`src/inc/spc_map.svh`:
```
// Register offsets, field positions, reset values and timing counts
// for the serial port pin control block.
// Assumes inclusion by bare name from the package and design files.
`ifndef SPC_MAP_SVH
`define SPC_MAP_SVH

// ----------------------------------------------------------------------
// Geometry
// ----------------------------------------------------------------------
`define SPC_NUM_INST      3
`define SPC_WORD_BITS     16
`define SPC_FRAME_LAST    5'h0F
`define SPC_FS_PERIOD     5'h10

// ----------------------------------------------------------------------
// Register map: instance in addr[5:4], register in addr[3:0]
// ----------------------------------------------------------------------
`define SPC_OFF_PCR       4'h0
`define SPC_OFF_RXDATA    4'h4
`define SPC_OFF_TXDATA    4'h8
`define SPC_OFF_STAT      4'hC
`define SPC_PCR_RST       16'h0000
`define SPC_TXW_RST       16'h0000

// ----------------------------------------------------------------------
// Pin control register fields
// ----------------------------------------------------------------------
`define SPC_PCR_RX_CLK_DIR   0
`define SPC_PCR_TX_CLK_DIR   1
`define SPC_PCR_RX_FS_DIR    2
`define SPC_PCR_RX_GPIO      3
`define SPC_PCR_TX_GPIO      4
`define SPC_PCR_RCK_VAL      5
`define SPC_PCR_RFS_VAL      6
`define SPC_PCR_XCK_VAL      7
`define SPC_PCR_RCK_OE       8
`define SPC_PCR_RFS_OE       9
`define SPC_PCR_XCK_OE       10
`define SPC_PCR_MASK         16'h07FF

// ----------------------------------------------------------------------
// Timing: half period of the internally made bit clock, in mclk cycles
// ----------------------------------------------------------------------
`define SPC_CLKDIV_HALF   4'h8

`endif

```
`src/inc/spc_pkg.sv`:
```
// Types shared by the serial port pin control design files.
// Assumes spc_map.svh is on the include path.
`include "spc_map.svh"

package spc_pkg;

	typedef enum logic {
		SPC_RX_IDLE  = 1'b0,
		SPC_RX_SHIFT = 1'b1
	} spc_rx_state_t;

	typedef struct packed {
		logic [1:0]    rck_s;
		logic [1:0]    rdt_s;
		logic [1:0]    rfs_s;
		logic [1:0]    xck_s;
		logic          rck_d;
		logic          xck_d;
		logic [3:0]    div_cnt;
		logic          dclk;
		logic [4:0]    fs_cnt;
		logic          ifs;
		spc_rx_state_t rx_st;
		logic [4:0]    rx_cnt;
		logic [15:0]   rx_sh;
		logic [15:0]   rx_word;
		logic          rx_done;
		logic [15:0]   tx_sh;
		logic [4:0]    tx_cnt;
		logic          tx_bit;
	} spc_port_st_t;

	typedef struct packed {
		logic [1:0]       off_s;
		logic [2:0][15:0] pin_control_register;
		logic [2:0][15:0] txw;
		logic [2:0]       rx_full;
		logic [2:0]       rx_ovr;
		logic [15:0]      rdata;
		logic [2:0]       rck_o;
		logic [2:0]       rck_oe;
		logic [2:0]       rfs_o;
		logic [2:0]       rfs_oe;
		logic [2:0]       xck_o;
		logic [2:0]       xck_oe;
		logic [2:0]       xdt_o;
		logic [2:0]       xdt_oe;
	} spc_top_st_t;

endpackage : spc_pkg

```
`src/design/spc_top.sv`:
```
// Pin control for three serial port instances: register file, pin
// direction and gpio muxing, global output-off.
// Assumes a simple register port on mclk and asynchronous pin inputs.
//
// Chosen here: the plain strobed port and the placing of the registers.
module spc_top
	import spc_pkg::*;
(
	input  wire logic        mclk,        // System clock, 125 MHz
	input  wire logic        rst_n,       // Async reset, active low
	input  wire logic        off_n,       // Global output-off, active low
	input  wire logic [7:0]  addr,        // Register byte address
	input  wire logic [15:0] wdata,       // Register write data
	input  wire logic        wr,          // Write strobe
	input  wire logic        rd,          // Read strobe
	output logic      [15:0] rdata,       // Read data, cycle after rd
	input  wire logic [2:0]  rx_bit_clock_pin_i,  // Rx clock pin in
	output logic      [2:0]  rx_bit_clock_pin_o,  // Rx clock pin out
	output logic      [2:0]  rx_bit_clock_pin_oe, // Rx clock pin enable
	input  wire logic [2:0]  rx_serial_data_pin_i, // Rx data pin in
	input  wire logic [2:0]  rx_frame_sync_pin_i, // Rx sync pin in
	output logic      [2:0]  rx_frame_sync_pin_o, // Rx sync pin out
	output logic      [2:0]  rx_frame_sync_pin_oe, // Rx sync pin enable
	input  wire logic [2:0]  tx_bit_clock_pin_i,  // Tx clock pin in
	output logic      [2:0]  tx_bit_clock_pin_o,  // Tx clock pin out
	output logic      [2:0]  tx_bit_clock_pin_oe, // Tx clock pin enable
	output logic      [2:0]  tx_serial_data_o,    // Tx data pin out
	output logic      [2:0]  tx_serial_data_oe    // Tx data pin enable
);

	spc_top_st_t      s_r;
	spc_top_st_t      s_nxt;
	logic [2:0]       p_int_clk;
	logic [2:0]       p_int_fs;
	logic [2:0]       p_tx_bit;
	logic [2:0][15:0] p_rx_word;
	logic [2:0]       p_rx_done;
	logic [2:0][3:0]  p_lvl;
	logic [1:0]       a_inst;
	logic [3:0]       a_reg;

	assign a_inst = addr[5:4];
	assign a_reg  = addr[3:0];

	// ------------------------------------------------------------------
	// Serial engines, one per instance
	// ------------------------------------------------------------------
	for (genvar g = 0; g < `SPC_NUM_INST; g++) begin : g_port
		spc_port u_port (
			.mclk       (mclk),
			.rst_n      (rst_n),
			.rx_clk_dir (s_r.pin_control_register[g][`SPC_PCR_RX_CLK_DIR]),
			.tx_clk_dir (s_r.pin_control_register[g][`SPC_PCR_TX_CLK_DIR]),
			.rx_fs_dir  (s_r.pin_control_register[g][`SPC_PCR_RX_FS_DIR]),
			.rx_gpio    (s_r.pin_control_register[g][`SPC_PCR_RX_GPIO]),
			.tx_gpio    (s_r.pin_control_register[g][`SPC_PCR_TX_GPIO]),
			.tx_word    (s_r.txw[g]),
			.rck_pin    (rx_bit_clock_pin_i[g]),
			.rdt_pin    (rx_serial_data_pin_i[g]),
			.rfs_pin    (rx_frame_sync_pin_i[g]),
			.xck_pin    (tx_bit_clock_pin_i[g]),
			.int_clk    (p_int_clk[g]),
			.int_fs     (p_int_fs[g]),
			.tx_bit     (p_tx_bit[g]),
			.rx_word    (p_rx_word[g]),
			.rx_done    (p_rx_done[g]),
			.pin_lvl    (p_lvl[g])
		);
	end

	// ------------------------------------------------------------------
	// Registers, flags and pin drivers
	// ------------------------------------------------------------------
	always_comb begin
		s_nxt       = s_r;
		s_nxt.rdata = 16'h0000;
		// Off is a pin, so it passes two flops before use
		s_nxt.off_s = {s_r.off_s[0], off_n};

		for (int i = 0; i < `SPC_NUM_INST; i++) begin
			// Register writes
			if (wr && a_inst == 2'(i)) begin
				if (a_reg == `SPC_OFF_PCR) begin
					s_nxt.pin_control_register[i] = wdata & `SPC_PCR_MASK;
				end else if (a_reg == `SPC_OFF_TXDATA) begin
					s_nxt.txw[i] = wdata;
				end
			end

			// Reads; reading received data clears its flags
			if (rd && a_inst == 2'(i)) begin
				case (a_reg)
					`SPC_OFF_PCR: begin
						s_nxt.rdata = s_r.pin_control_register[i];
					end
					`SPC_OFF_RXDATA: begin
						s_nxt.rdata      = p_rx_word[i];
						s_nxt.rx_full[i] = 1'b0;
						s_nxt.rx_ovr[i]  = 1'b0;
					end
					`SPC_OFF_TXDATA: begin
						s_nxt.rdata = s_r.txw[i];
					end
					`SPC_OFF_STAT: begin
						s_nxt.rdata = {10'h000, p_lvl[i],
							s_r.rx_ovr[i], s_r.rx_full[i]};
					end
					default: begin
						s_nxt.rdata = 16'h0000;
					end
				endcase
			end

			// A word that lands in the clearing cycle still sets the flag
			if (p_rx_done[i]) begin
				s_nxt.rx_full[i] = 1'b1;
				if (s_r.rx_full[i]) begin
					s_nxt.rx_ovr[i] = 1'b1;
				end
			end

			// Receive clock pin: gpio, device-driven, or input
			if (s_r.pin_control_register[i][`SPC_PCR_RX_GPIO]) begin
				s_nxt.rck_o[i]  = s_r.pin_control_register[i][`SPC_PCR_RCK_VAL];
				s_nxt.rck_oe[i] = s_r.pin_control_register[i][`SPC_PCR_RCK_OE];
				s_nxt.rfs_o[i]  = s_r.pin_control_register[i][`SPC_PCR_RFS_VAL];
				s_nxt.rfs_oe[i] = s_r.pin_control_register[i][`SPC_PCR_RFS_OE];
			end else begin
				s_nxt.rck_o[i]  = p_int_clk[i];
				s_nxt.rck_oe[i] = s_r.pin_control_register[i][`SPC_PCR_RX_CLK_DIR];
				s_nxt.rfs_o[i]  = p_int_fs[i];
				s_nxt.rfs_oe[i] = s_r.pin_control_register[i][`SPC_PCR_RX_FS_DIR];
			end

			// Transmit clock pin: gpio, device-driven, or input
			if (s_r.pin_control_register[i][`SPC_PCR_TX_GPIO]) begin
				s_nxt.xck_o[i]  = s_r.pin_control_register[i][`SPC_PCR_XCK_VAL];
				s_nxt.xck_oe[i] = s_r.pin_control_register[i][`SPC_PCR_XCK_OE];
			end else begin
				s_nxt.xck_o[i]  = p_int_clk[i];
				s_nxt.xck_oe[i] = s_r.pin_control_register[i][`SPC_PCR_TX_CLK_DIR];
			end

			s_nxt.xdt_o[i]  = p_tx_bit[i];
			s_nxt.xdt_oe[i] = 1'b1;

			// Output-off overrides every enable
			if (!s_r.off_s[1]) begin
				s_nxt.rck_oe[i] = 1'b0;
				s_nxt.rfs_oe[i] = 1'b0;
				s_nxt.xck_oe[i] = 1'b0;
				s_nxt.xdt_oe[i] = 1'b0;
			end
		end
	end

	// Off sync resets low so pins stay released until off_n is seen high
	always_ff @(posedge mclk or negedge rst_n) begin
		if (!rst_n) begin
			s_r <= '0;
		end else begin
			s_r <= s_nxt;
		end
	end

	// ------------------------------------------------------------------
	// Outputs, all straight from flops
	// ------------------------------------------------------------------
	assign rdata                = s_r.rdata;
	assign rx_bit_clock_pin_o   = s_r.rck_o;
	assign rx_bit_clock_pin_oe  = s_r.rck_oe;
	assign rx_frame_sync_pin_o  = s_r.rfs_o;
	assign rx_frame_sync_pin_oe = s_r.rfs_oe;
	assign tx_bit_clock_pin_o   = s_r.xck_o;
	assign tx_bit_clock_pin_oe  = s_r.xck_oe;
	assign tx_serial_data_o     = s_r.xdt_o;
	assign tx_serial_data_oe    = s_r.xdt_oe;

endmodule : spc_top

```
`src/design/spc_port.sv`:
```
// One serial port instance: pin synchronisers, bit clock divider,
// receive shifter and transmit shifter.
// Assumes pin levels arrive asynchronously and mclk is the only clock.
module spc_port
	import spc_pkg::*;
(
	input  wire logic        mclk,          // System clock
	input  wire logic        rst_n,         // Async reset, active low
	input  wire logic        rx_clk_dir,    // 1: use internal rx clock
	input  wire logic        tx_clk_dir,    // 1: use internal tx clock
	input  wire logic        rx_fs_dir,     // 1: use internal frame sync
	input  wire logic        rx_gpio,       // Rx pins are general I/O
	input  wire logic        tx_gpio,       // Tx clock pin is general I/O
	input  wire logic [15:0] tx_word,       // Word to transmit
	input  wire logic        rck_pin,       // Rx bit clock pin level
	input  wire logic        rdt_pin,       // Rx data pin level
	input  wire logic        rfs_pin,       // Rx frame sync pin level
	input  wire logic        xck_pin,       // Tx bit clock pin level
	output logic             int_clk,       // Internal bit clock level
	output logic             int_fs,        // Internal frame sync level
	output logic             tx_bit,        // Serial transmit bit
	output logic      [15:0] rx_word,       // Last received word
	output logic             rx_done,       // Word received, one cycle
	output logic      [3:0]  pin_lvl        // Synced pin levels
);

	spc_port_st_t s_r;
	spc_port_st_t s_nxt;
	logic         dck_rise;
	logic         dck_fall;
	logic         rx_edge;
	logic         tx_edge;
	logic         fs_now;

	// ------------------------------------------------------------------
	// Next state
	// ------------------------------------------------------------------
	always_comb begin
		s_nxt         = s_r;
		s_nxt.rx_done = 1'b0;
		s_nxt.rck_s   = {s_r.rck_s[0], rck_pin};
		s_nxt.rdt_s   = {s_r.rdt_s[0], rdt_pin};
		s_nxt.rfs_s   = {s_r.rfs_s[0], rfs_pin};
		s_nxt.xck_s   = {s_r.xck_s[0], xck_pin};
		s_nxt.rck_d   = s_r.rck_s[1];
		s_nxt.xck_d   = s_r.xck_s[1];
		dck_rise      = 1'b0;
		dck_fall      = 1'b0;

		if (s_r.div_cnt == `SPC_CLKDIV_HALF - 4'h1) begin
			s_nxt.div_cnt = 4'h0;
			s_nxt.dclk    = ~s_r.dclk;
			dck_rise      = ~s_r.dclk;
			dck_fall      = s_r.dclk;
		end else begin
			s_nxt.div_cnt = s_r.div_cnt + 4'h1;
		end

		// Internal frame sync: one bit clock high, then sixteen low
		if (dck_rise) begin
			if (s_r.fs_cnt == `SPC_FS_PERIOD) begin
				s_nxt.fs_cnt = 5'h00;
			end else begin
				s_nxt.fs_cnt = s_r.fs_cnt + 5'h01;
			end
			s_nxt.ifs = (s_r.fs_cnt == `SPC_FS_PERIOD);
		end

		// Receiver shifts on the selected clock, never in gpio mode
		rx_edge = ~rx_gpio & (rx_clk_dir ? dck_rise :
			(s_r.rck_s[1] & ~s_r.rck_d));
		fs_now  = rx_fs_dir ? s_r.ifs : s_r.rfs_s[1];
		if (rx_gpio) begin
			s_nxt.rx_st = SPC_RX_IDLE;
		end else if (rx_edge) begin
			case (s_r.rx_st)
				SPC_RX_IDLE: begin
					if (fs_now) begin
						s_nxt.rx_st  = SPC_RX_SHIFT;
						s_nxt.rx_cnt = 5'h00;
					end
				end
				SPC_RX_SHIFT: begin
					s_nxt.rx_sh = {s_r.rx_sh[14:0], s_r.rdt_s[1]};
					if (s_r.rx_cnt == `SPC_FRAME_LAST) begin
						s_nxt.rx_st   = SPC_RX_IDLE;
						s_nxt.rx_word = {s_r.rx_sh[14:0], s_r.rdt_s[1]};
						s_nxt.rx_done = 1'b1;
					end else begin
						s_nxt.rx_cnt = s_r.rx_cnt + 5'h01;
					end
				end
				default: begin
					s_nxt.rx_st = SPC_RX_IDLE;
				end
			endcase
		end

		// Transmitter changes data on the falling clock edge
		tx_edge = ~tx_gpio & (tx_clk_dir ? dck_fall :
			(~s_r.xck_s[1] & s_r.xck_d));
		if (tx_edge) begin
			if (s_r.tx_cnt == 5'h00) begin
				s_nxt.tx_bit = tx_word[15];
				s_nxt.tx_sh  = {tx_word[14:0], 1'b0};
			end else begin
				s_nxt.tx_bit = s_r.tx_sh[15];
				s_nxt.tx_sh  = {s_r.tx_sh[14:0], 1'b0};
			end
			if (s_r.tx_cnt == `SPC_FRAME_LAST) begin
				s_nxt.tx_cnt = 5'h00;
			end else begin
				s_nxt.tx_cnt = s_r.tx_cnt + 5'h01;
			end
		end
	end

	always_ff @(posedge mclk or negedge rst_n) begin
		if (!rst_n) begin
			s_r <= '0;
		end else begin
			s_r <= s_nxt;
		end
	end

	assign int_clk = s_r.dclk;
	assign int_fs  = s_r.ifs;
	assign tx_bit  = s_r.tx_bit;
	assign rx_word = s_r.rx_word;
	assign rx_done = s_r.rx_done;
	assign pin_lvl = {s_r.xck_s[1], s_r.rfs_s[1], s_r.rdt_s[1], s_r.rck_s[1]};

endmodule : spc_port

```
`config.mk`:
```
export PLATFORM = sky130hd
export DESIGN_NAME = spc_top
export DESIGN_NICKNAME = d
export VERILOG_FILES = /design/src/inc/spc_pkg.sv /design/src/design/spc_top.sv /design/src/design/spc_port.sv
export VERILOG_INCLUDE_DIRS = /design/src /design/src/inc
export SDC_FILE = /design/constraint.sdc
export NUM_CORES = 1
export LEC_CHECK = 0
export ABC_AREA = 1
export BUFFER_PORTS_ARGS = -buffer_cell sky130_fd_sc_hd__buf_2
export CAP_MARGIN = 20
export CORE_UTILIZATION = 50
export DETAILED_ROUTE_END_ITERATION = 10
export GPL_TIMING_DRIVEN = 0
export MAX_ROUTING_LAYER = met4
export PLACE_DENSITY = 0.7
export SETUP_SLACK_MARGIN = 0.4
export SLEW_MARGIN = 20
export SYNTH_ARGS = -nofsm -noshare
export SYNTH_HDL_FRONTEND = slang
export SYNTH_SLANG_ARGS = --single-unit
```
`constraint.sdc`:
```
create_clock -name mclk -period 1.84 [get_ports mclk]
set_input_delay 0.368 -clock mclk [delete_from_list [all_inputs] [get_ports mclk]]
set_output_delay 0.368 -clock mclk [all_outputs]
set_load 0.02 [all_outputs]
```
==> results.toml <==
[routing]
ant_nets = 0
viasPerCell = 5.55
wl_per_cell_microns = 18.8
firstDrtPassIters = 8
drt_iter0_markers = 1291
route.detailed.drc = 0
drt-total-wl_mm = 50.6
num_vias = 14900

[placement]
placed_area_sq_um = 18000
gp_congestion = 0.948
io_buffer_count = 78
hpwl_mm = 31.9
placedCellCount = 2478
pre_cts_ws_ns = -0.266

[grt]
grt_pass1_wl_mm = 76.3
use_met2 = 0.457
grt_busiest_layer = "met2"
first_global_vias = 14300
grtUsageMet3 = 0.0513
grt.total_usage = 0.297
grt.met1_usage = 0.392
grt_max_degree = 102
antenna_found_initial = 3
overflow = 0

[synth]
ys_ff_latch = 367
syn-cell-area_sq_um = 16700
postSynth.topFlopCell = "dfrtp_1"
synth-edff-count = 0
yosysUniqueCellTypes = 30
synth_common_cells = "nand2_1, dfrtp_1, nand3_1"
synth_nets = 2015
yosysTopAreaCell = "dfrtp_1"
synth_top_area_share = 0.548
synth.most_common_cell = "nand2_1"
syn_avg_cell_area_sq_um = 8.58
yosysWarnings = 0
seq_area_frac_synth = 0.548
syn_inst = 1953
async_reset_ff_frac = 1.00
synthTopCellsByArea = "dfrtp_1, nand2_1, nand3_1, o21ai_0, nand4_1"

[job]
cap_violations = 0

[die]
dieWidth_microns = 185
initial_core_util = 0.511
die_h_microns = 185
die-area_sq_um = 34200
num_io_pins = 81
placementRows = 66
core_sq_um = 32800

[sta]
hold_viol = 100
fmax_ghz = 0.597
slew_headroom = 0.618
tns_ns = 0
slew_viol_final = 0
min_period_over_period = 0.911
skew_ns = 0.00965
fin_ws_ns = 0.164
fin_crit_ns = 1.68
worst_pin_slew_ns = 0.574
setup_viol = 0
worst_hold_slack_ns = -0.174
rsz0062_at_grt = "yes"

[cts]
cts_tree = "built"
root_buffer = "clkbuf_16"
cts_hold_buf = 13
clk_path_buf_depth = 3
clk_latency_ns = 0.53
path_clk_slew_ns = 0.06
numCtsBuffers = 40
h-tree-depth = 2
cts.sinks = 367

[worst_setup_path]
ff2ff_setup_slack_ns = 0.16
crit_type = "reg -> reg"
cp_max_fo = 5
cp-start-kind = "register"
required_ns = 2.25
worst_ep_arrival_time_ns = 2.09
end_kind = "register"

[status]
violations = "hold timing"
outcome = "finished with violations"

[pwr]
power_density_nw_per_um2 = 1040
ir_drop_uv = 855
p_leak_uw = 0.0113

[finish]
fin_area_sq_um = 22700
drive_gt1_frac = 0.307
fin_cells = 2688
area_growth_pct = 35.8
final_nets = 2277

[worst_hold_path]
hold_class = "in -> async"
-- repair_timing --
| item | 4_1_cts | 5_1_grt |
|---|---|---|
| setup endpoints to repair | 238 | 328 |
| cloned | 23 | 8 |
| resized for setup | 359 | 278 |
| endpoints found under the hold margin | 113 | 100 |
| pin swaps | 73 | 67 |
| buffers inserted | 71 | 22 |
-- critical path: stages (launching register included) --
cell	delay [ns]
dfrtp_1	0.39
ha_2	0.20
nand2_2	0.07
nor2_2	0.04
ha_2	0.18
buf_8	0.12
nand2_2	0.06
nand2_1	0.05
nor2_1	0.12
nand2_2	0.09
buf_6	0.14
nand2_1	0.05
o21ai_1	0.05
-- report_power, final --
group	leakage [uW]	total, uW	internal [uW]	switching, uW
registers	0.00483	9780	9020	751
clock network	0.000709	8750	5420	3330
logic	0.00579	5080	2160	2930
-- per-stage QoR --
stage,power (uW),util
after CTS,22700,0.658
after global placement,13000,0.543
final,23600,0.694
after floorplan,12000,-
after detailed placement,13200,0.548
after global routing,24600,0.694
-- cells in the final DEF (no fill, tap or decap), types with 6 or more instances in the layout --
master         synthesis  final
dlygate4sd3_1          0     13
ha_1                  21     11
clkinv_2               0      6
nand2_1              598    477
nor2_1                55     46
nand3_4                0     10
ha_2                   0      6
dfrtp_1              367    367
inv_2                  4     16
clkbuf_8               0     13
o21ai_2               17     57
buf_6                 10    134
o21ai_1               23     52
clkbuf_16              0     50
a21oi_2                2      7
o21ai_0              176    103
a21oi_1               19     14
or2_2                 11      9
clkbuf_1              30     16
nand3_1              203    175
buf_4                 51     68
inv_1                166    150
nand2_4                0     26
nor2_4                 5     10
nand3_2                5     23
buf_2                 46     63
buf_16                 0     12
nand2_2                3     95
nor2_2                 7     11
bufinv_16              0      7
nand4_1              101    101
buf_8                  0     20
xor2_1                13     13
buf_12                 0     15
-- kinds of logic after synthesis --
| logic type | after synthesis | synth area share |
|---|---|---|
| DFF | 367 | 0.548 |
| adders and majority gates | 21 | 0.0157 |
| buffers and inverters | 314 | 0.0897 |
| AOI/OAI and AO/OA | 241 | 0.0767 |
| and+or+nand+nor | 997 | 0.263 |
| xor gates and xnor gates | 13 | 0.00680 |
-- final timing paths --
check / start / to / cells after the start
max in group asynchronous: rst_n / rdata[10] / 5
min reg2reg: g_port[0].u_port.s_nxt[79] / g_port[0].u_port.pin_lvl[1] / 0
min: rst_n / g_port[1].u_port.s_r[2] / 2
min in group mclk: wdata[7] / s_r[117] / 3
max reg2reg: g_port[1].u_port.s_r[56] / g_port[1].u_port.s_r[58] / 12
max: g_port[1].u_port.s_r[56] / g_port[1].u_port.s_r[58] / 12
-- state kept, by name (all words and copies together), names as in the netlist, 12 cells and up --
name and cells:
s_r 88, rdata 16, g_port.u_port.s_nxt 12, g_port.u_port.rx_word 48, g_port.u_port.pin_lvl 12, g_port.u_port.s_r 156
-- area by class of cell --
type / instances / area [sq um]
antenna: 3 / 7.51
buffer: 140 / 1340
clock buffer: 53 / 1160
clock inverter: 17 / 274
fill: 2349 / 10000
inverter: 174 / 673
multi-input combinational: 1272 / 7110
sequential: 367 / 9180
tap: 442 / 553
timing repair buffer: 220 / 2430
-- layer usage --
| layer | vias to the layer above | part of all wire |
|---|---|---|
| met2 | 576 | 0.48 |
| met1 | 7352 | 0.41 |
| met4 | 0 | 0.040 |
| met5 | - | 0 |
| li1 | 6857 | - |
| met3 | 133 | 0.069 |
Power figures use the tool's default switching activity.
